===== src/core/pdb_defines.svh =====
`ifndef PDB_DEFINES_SVH
`define PDB_DEFINES_SVH

// ----------------------------------------------------------------------------
// Register map (byte addresses, one aligned word each)
// ----------------------------------------------------------------------------
`define PDB_TIMER_DIS_OFS   12'h000
`define PDB_ANALOG_DIS_OFS  12'h004

// ----------------------------------------------------------------------------
// Reset values
// ----------------------------------------------------------------------------
`define PDB_TIMER_DIS_RST   8'h00
`define PDB_ANALOG_DIS_RST  8'h00

// ----------------------------------------------------------------------------
// Field positions of the timer disable register
// ----------------------------------------------------------------------------
`define PDB_TMR0_BIT 0
`define PDB_TMR1_BIT 1
`define PDB_TMR2_BIT 2
`define PDB_TMR3_BIT 3
`define PDB_TMR4_BIT 4
`define PDB_TMR5_BIT 5
`define PDB_TMR6_BIT 6

// ----------------------------------------------------------------------------
// Field positions of the analog disable register
// ----------------------------------------------------------------------------
`define PDB_ZCD_BIT  0
`define PDB_CMP1_BIT 1
`define PDB_CMP2_BIT 2
`define PDB_ADC_BIT  5
`define PDB_DAC_BIT  6

// Writable bits: bit 7 of the timer register is outside this block, and
// bits 7, 4 and 3 of the analog register are unimplemented.
`define PDB_TIMER_DIS_MASK  8'h7F
`define PDB_ANALOG_DIS_MASK 8'h67

`endif


===== src/core/pdb_pkg.sv =====
package pdb_pkg;
    // Register selected by an APB address.
    typedef enum logic [2:0] {
        PDB_SEL_NONE   = 3'b001,
        PDB_SEL_TIMER  = 3'b010,
        PDB_SEL_ANALOG = 3'b100
    } pdb_sel_t;

    typedef logic [7:0] pdb_byte_t;
endpackage : pdb_pkg


===== src/core/peripheral_disable_bank.sv =====
`timescale 1ns/1ps
`include "pdb_defines.svh"

// Contract
// - Clearing timer6_off keeps timer 6 enabled and running normally.
// - Bit 5 of timer register: one turns timer 5 off, zero enables.
// - Bit 4 of timer register: one turns timer 4 off, zero enables.
// - Bit 0 of timer register: one turns timer 0 off, zero enables.
// - Analog bits 7, 4 and 3 ignore writes and read zero.
// - Bit 6 of timer register: one turns timer 6 off.
// - All implemented bits read/write and reset to zero on every reset.
module peripheral_disable_bank
    import pdb_pkg::*;
(
    input  wire logic        clock,
    input  wire logic        rst_b,
    input  wire logic        psel,
    input  wire logic        penable,
    input  wire logic        pwrite,
    input  wire logic [11:0] paddr,
    input  wire logic [31:0] pwdata,
    input  wire logic [3:0]  pstrb,
    output logic      [31:0] prdata,
    output logic             pready,
    output logic             pslverr,
    output logic             timer0_off,
    output logic             timer1_off,
    output logic             timer2_off,
    output logic             timer3_off,
    output logic             timer4_off,
    output logic             timer5_off,
    output logic             timer6_off,
    output logic             dac_off,
    output logic             adc_off,
    output logic             comparator2_off,
    output logic             comparator1_off,
    output logic             zero_cross_off
);

    // ------------------------------------------------------------------------
    // Address decode
    // ------------------------------------------------------------------------
    function automatic pdb_sel_t decode(input logic [11:0] addr);
        case (addr)
            `PDB_TIMER_DIS_OFS:  decode = PDB_SEL_TIMER;
            `PDB_ANALOG_DIS_OFS: decode = PDB_SEL_ANALOG;
            default:             decode = PDB_SEL_NONE;
        endcase
    endfunction : decode

    pdb_sel_t  sel;
    pdb_byte_t timerVal;
    pdb_byte_t analogVal;
    logic      access;
    logic      wrTimer;
    logic      wrAnalog;
    logic [31:0] prdata_r;
    logic [31:0] prdata_nxt;
    logic        pslverr_r;
    logic        pslverr_nxt;

    // Zero-wait slave: every access phase completes at its first edge.
    // A write needs byte lane 0 strobed, since all data sits there.
    always_comb begin
        sel      = decode(paddr);
        access   = psel & penable;
        wrTimer  = access & pwrite & pstrb[0] & (sel == PDB_SEL_TIMER);
        wrAnalog = access & pwrite & pstrb[0] & (sel == PDB_SEL_ANALOG);
    end

    assign pready  = 1'b1;

    // ------------------------------------------------------------------------
    // Disable registers
    // ------------------------------------------------------------------------
    // Timer register, bits 6..0 writable.
    pdb_disable_reg #(
        .MASK (`PDB_TIMER_DIS_MASK),
        .RSTV (`PDB_TIMER_DIS_RST)
    ) u_timer (
        .clock  (clock),
        .rst_b  (rst_b),
        .wrEn   (wrTimer),
        .wrData (pwdata[7:0]),
        .value  (timerVal)
    );

    // Analog register; the mask keeps bits 7, 4 and 3 at zero.
    pdb_disable_reg #(
        .MASK (`PDB_ANALOG_DIS_MASK),
        .RSTV (`PDB_ANALOG_DIS_RST)
    ) u_analog (
        .clock  (clock),
        .rst_b  (rst_b),
        .wrEn   (wrAnalog),
        .wrData (pwdata[7:0]),
        .value  (analogVal)
    );

    // ------------------------------------------------------------------------
    // Read data and error response
    // ------------------------------------------------------------------------
    // Read data is registered in the setup cycle so it is stable in the
    // access phase; an unmapped address answers with pslverr and zeros.
    always_comb begin
        prdata_nxt  = prdata_r;
        pslverr_nxt = 1'b0;
        if (psel && !penable) begin
            case (sel)
                PDB_SEL_TIMER:  prdata_nxt = {24'h00_0000, timerVal};
                PDB_SEL_ANALOG: prdata_nxt = {24'h00_0000, analogVal};
                PDB_SEL_NONE:   prdata_nxt = 32'h0000_0000;
                default:        prdata_nxt = 32'h0000_0000;
            endcase
            pslverr_nxt = (sel == PDB_SEL_NONE);
        end else if (access) begin
            pslverr_nxt = pslverr_r;
        end
    end

    always_ff @(posedge clock) begin
        if (!rst_b) begin
            prdata_r  <= 32'h0000_0000;
            pslverr_r <= 1'b0;
        end else begin
            prdata_r  <= prdata_nxt;
            pslverr_r <= pslverr_nxt;
        end
    end

    assign prdata  = prdata_r;
    assign pslverr = pslverr_r & access;

    // ------------------------------------------------------------------------
    // Disable outputs to the peripherals
    // ------------------------------------------------------------------------
    // A zero bit leaves the peripheral enabled and untouched.
    assign timer6_off      = timerVal[`PDB_TMR6_BIT];
    assign timer5_off      = timerVal[`PDB_TMR5_BIT];
    assign timer4_off      = timerVal[`PDB_TMR4_BIT];
    assign timer3_off      = timerVal[`PDB_TMR3_BIT];
    assign timer2_off      = timerVal[`PDB_TMR2_BIT];
    assign timer1_off      = timerVal[`PDB_TMR1_BIT];
    assign timer0_off      = timerVal[`PDB_TMR0_BIT];
    assign dac_off         = analogVal[`PDB_DAC_BIT];
    assign adc_off         = analogVal[`PDB_ADC_BIT];
    assign comparator2_off = analogVal[`PDB_CMP2_BIT];
    assign comparator1_off = analogVal[`PDB_CMP1_BIT];
    assign zero_cross_off  = analogVal[`PDB_ZCD_BIT];

endmodule : peripheral_disable_bank


===== src/core/pdb_disable_reg.sv =====
`timescale 1ns/1ps
`include "pdb_defines.svh"

// One masked 8-bit disable register; masked-off bits stay zero.
module pdb_disable_reg
    import pdb_pkg::*;
#(
    parameter pdb_byte_t MASK  = 8'h00,
    parameter pdb_byte_t RSTV  = 8'h00
) (
    input  wire logic      clock,
    input  wire logic      rst_b,
    input  wire logic      wrEn,
    input  wire pdb_byte_t wrData,
    output pdb_byte_t      value
);

    pdb_byte_t value_r;
    pdb_byte_t value_nxt;

    // ------------------------------------------------------------------------
    // Next value
    // ------------------------------------------------------------------------
    // Writes only reach implemented bits, so unused ones always read zero.
    always_comb begin
        value_nxt = value_r;
        if (wrEn) begin
            value_nxt = wrData & MASK;
        end
    end

    // Synchronous reset returns every bit to zero, that is enabled.
    always_ff @(posedge clock) begin
        if (!rst_b) begin
            value_r <= RSTV & MASK;
        end else begin
            value_r <= value_nxt;
        end
    end

    assign value = value_r;

endmodule : pdb_disable_reg


===== config.mk =====
export PLATFORM = sky130hd
export DESIGN_NAME = peripheral_disable_bank
export DESIGN_NICKNAME = d
export VERILOG_FILES = /design/src/core/pdb_pkg.sv /design/src/core/peripheral_disable_bank.sv /design/src/core/pdb_disable_reg.sv
export VERILOG_INCLUDE_DIRS = /design/src /design/src/core
export SDC_FILE = /design/constraint.sdc
export NUM_CORES = 1
export LEC_CHECK = 0
export BUFFER_PORTS_ARGS = -buffer_cell sky130_fd_sc_hd__buf_2
export CAP_MARGIN = 20
export CELL_PAD_IN_SITES_DETAIL_PLACEMENT = 0
export CELL_PAD_IN_SITES_GLOBAL_PLACEMENT = 1
export CORE_MARGIN = 5
export CORE_UTILIZATION = 25
export DETAILED_ROUTE_END_ITERATION = 8
export PLACE_DENSITY = 0.77
export SYNTH_ARGS = -nofsm -noshare
export SYNTH_HDL_FRONTEND = slang
export SYNTH_SLANG_ARGS = --single-unit

===== constraint.sdc =====
create_clock -name clock -period 1.8 [get_ports clock]
set_clock_uncertainty 0.1 [all_clocks]
set_input_delay 0.18 -clock clock [delete_from_list [all_inputs] [get_ports clock]]
set_output_delay 0.18 -clock clock [all_outputs]
set_load 0.01 [all_outputs]

==> flow_summary_export.csv <==
group,metric,value,unit
hold_path,min_from,"pwdata[4]",
timing,slew_violations,0,
synth,synth_seq_cells,20,
grt,grt_max_degree,28,
grt,grt_antenna_before_repair,0,
clock_tree,cts_buffers,3,
layout,antennaDiodeCount,0,
drt,routedWlPerCell,11.5,microns
synth,synthCells,124,
layout,fin_nets,224,
setup_path,critPathArrivalTime,1.75,ns
drt,via_per_inst,4.09,
grt,overflow,0,
placement,hpwl,2040,microns
synth,synth.yosys.seq_area_share,0.360,
hold_path,hold_path_depth,3,
floorplanning,core-area,4320,sq um
timing,max_freq,585,MHz
setup_path,timing.rr.end,"prdata[0]$_SDFFE_PN0P_",
placement,place_ws,-0.164,ns
placement,port_buffers,44,
grt,grtUsageTotal,0.0780,
layout,design_area,1340,sq um
timing,rsz0062_at_grt,"no",
pwr,p_leak,0.763,nW
setup_path,reg2reg_from,"u_analog.value[0]$_SDFFE_PN0P_",
floorplanning,die_area,5890,sq um
synth,ys_types,24,
timing,finalCriticalPeriod,1.71,ns
grt,grt_pass1_vias,792,
floorplanning,rows,24,
setup_path,start_kind,"primary input",
setup_path,worstSetupPathType,"primary input to flop",
pwr,power_density,641,nW/um^2
placement,dp.cells,215,
synth,syn_avg_cell_area,8.98,sq um
clock_tree,cts_num_sinks,20,
setup_path,rr_worst_depth,3,
placement,placed_area,1280,sq um
drt,routed_wl,2520,microns
clock_tree,cts.clk_slew.worst_paths,0.07,ns
setup_path,worstPathRequired,1.84,ns
timing,hold_ws,0.0721,ns
floorplanning,die_w,76.7,microns
pwr,peakVddDrop,0.212,mV
outcome,outcome,"finished clean",
drt,drt_iter0_markers,36,
timing,setup_violations,0,
setup_path,critical_path.max_fanout,5,
drt,final_antenna_net_count,0,
floorplanning,die_h,76.7,microns
timing,hold_viol,0,
grt,grt_first_pass_wirelength,3770,microns
drt,drc,0,
hold_path,holdPathEnd,"u_timer.value[4]$_SDFFE_PN0P_",
drt,route.vias.total,896,
clock_tree,h-tree-depth,1,
floorplanning,ios,99,
floorplanning,start_util,0.258,
timing,fin_crit_sh,0.950,
clock_tree,clock_latency,0.25,ns
drt,drt_first_pass_iters,5,
clock_tree,cts_tree,"done",
placement,gp_congestion,0.724,
synth,yosysWarnings,0,
clock_tree,cts_setup_buffers,0,
setup_path,worstSetupEndpointType,"flop",
setup_path,rrSetupSlack,0.82,ns
job,maxCapViolations,0,
hold_path,min_path_type,"primary input to flop",
layout,layout-drive-gt1-share,0.323,
clock_tree,clockRootBuffer,"clkbuf_8",
timing,fin_ws,0.0902,ns
layout,stdcell_count,219,
synth,syn_area,1110,sq um
layout,syn_to_final_growth,20.3,%
clock_tree,cts_buffer_depth,2,
flip-flops by register name, indices dropped and copies added, names as in the netlist:
signal / flops
u_timer.value: 7
u_analog.value: 5
pslverr_r: 1
prdata: 7
power breakdown:
| part | internal [mW] | total [mW] | switching [mW] |
|---|---|---|---|
| Clock | 0.194 | 0.336 | 0.142 |
| Sequential | 0.443 | 0.443 | 0.000186 |
| Combinational | 0.0273 | 0.0801 | 0.0527 |
synthesized netlist by cell type:
master / instances / share of area
buf_4: 27 / 0.18
nand2_1: 21 / 0.071
dfxtp_1: 20 / 0.36
mux2i_1: 12 / 0.11
nor2b_1: 6 / 0.034
a22o_1: 5 / 0.039
a22oi_1: 5 / 0.034
ha_1: 3 / 0.034
inv_1: 3 / 0.010
a21boi_0: 2 / 0.013
buf_2: 2 / 0.0090
conb_1: 2 / 0.0067
nand2_4: 2 / 0.020
nand3_1: 2 / 0.0090
nand4_1: 2 / 0.011
nor4_1: 2 / 0.011
a21oi_1: 1 / 0.0045
and2b_1: 1 / 0.0067
and3_1: 1 / 0.0056
and3b_1: 1 / 0.0079
and4_4: 1 / 0.010
buf_1: 1 / 0.0034
nand2b_1: 1 / 0.0056
nor3_1: 1 / 0.0045
metrics by stage:
step                total power, mW  utilization  TNS (ns)
detailed placement            0.533        0.296     -1.85
global route                  0.899        0.310         0
floorplan                     0.544            -         0
global placement              0.532        0.296     -1.40
finish                        0.859        0.310         0
CTS                           0.869        0.309         0
per-layer routing:
metal | wire (microns) | track usage | share of wire | up-vias
met2 | 1160 | 0.118 | 0.46 | 45
met5 | 0 | 0 | 0 | -
met3 | 243 | 0.0176 | 0.096 | 2
li1 | - | - | - | 450
met1 | 1100 | 0.108 | 0.43 | 399
met4 | 27 | 0.0262 | 0.011 | 0
how the worst max path moves through the flow:
stage          depth (start not counted)  slack [ns]                     end  startpoint
6_report                               7        0.09  prdata[6]$_SDFFE_PN0P_    paddr[7]
5_1_grt                                7        0.02  prdata[6]$_SDFFE_PN0P_    paddr[7]
4_1_cts                                7        0.11  prdata[1]$_SDFFE_PN0P_    paddr[7]
3_5_place_dp                           7       -0.16  prdata[1]$_SDFFE_PN0P_    paddr[7]
3_3_place_gp                           7       -0.14  prdata[5]$_SDFFE_PN0P_    paddr[7]
2_1_floorplan                          7        0.15  prdata[0]$_SDFFE_PN0P_    paddr[7]
layout by cell type (no fill, tap or decap):
cell	count
conb_1	26
buf_4	1
nand2b_1	1
and3b_1	1
a21oi_1	1
nand3_1	2
nor4_1	2
nor2b_1	6
a21boi_0	2
buf_2	44
mux2i_1	12
nand2_4	2
ha_2	2
nand2_1	21
a22oi_1	5
and4_4	1
and3_1	1
ha_1	1
inv_1	3
nand4_1	2
a22o_1	5
nor3_1	1
clkbuf_8	4
dfxtp_1	20
and2b_1	1
cell type report:
cell class / count / area [sq um]
Inverter: 3 / 11.3
Fill cell: 489 / 2980
Sequential cell: 20 / 400
Clock buffer: 4 / 55.1
Multi-Input combinational cell: 95 / 581
Timing Repair Buffer: 45 / 228
Tap cell: 52 / 65.1
logic make-up (layout without fill, tap and decap cells):
group                    Yosys count  in the layout  synth area share
AO/OA/AOI/OAI                     13             13            0.0910
adder cells (fa/ha/maj)            3              3            0.0337
buffers and inverters             33             52             0.204
flip-flops                        20             20             0.360
multiplexers                      12             12             0.108
other                              2             26           0.00674
AND/OR/NAND/NOR                   41             41             0.197
worst max-delay path: stages:
cell	delay, ns
buf_2	0.09
nor4_1	0.39
nand4_1	0.25
ha_1	0.35
and3b_1	0.23
a22oi_1	0.19
nor2b_1	0.06
what timing repair did:
action                     4_1_cts  5_1_grt
setup endpoints to repair        0        3
hold endpoints to repair         0        0
hold buffers                     0        0
resized for setup                0        2
No activity file was read; power rests on OpenSTA's default activity.
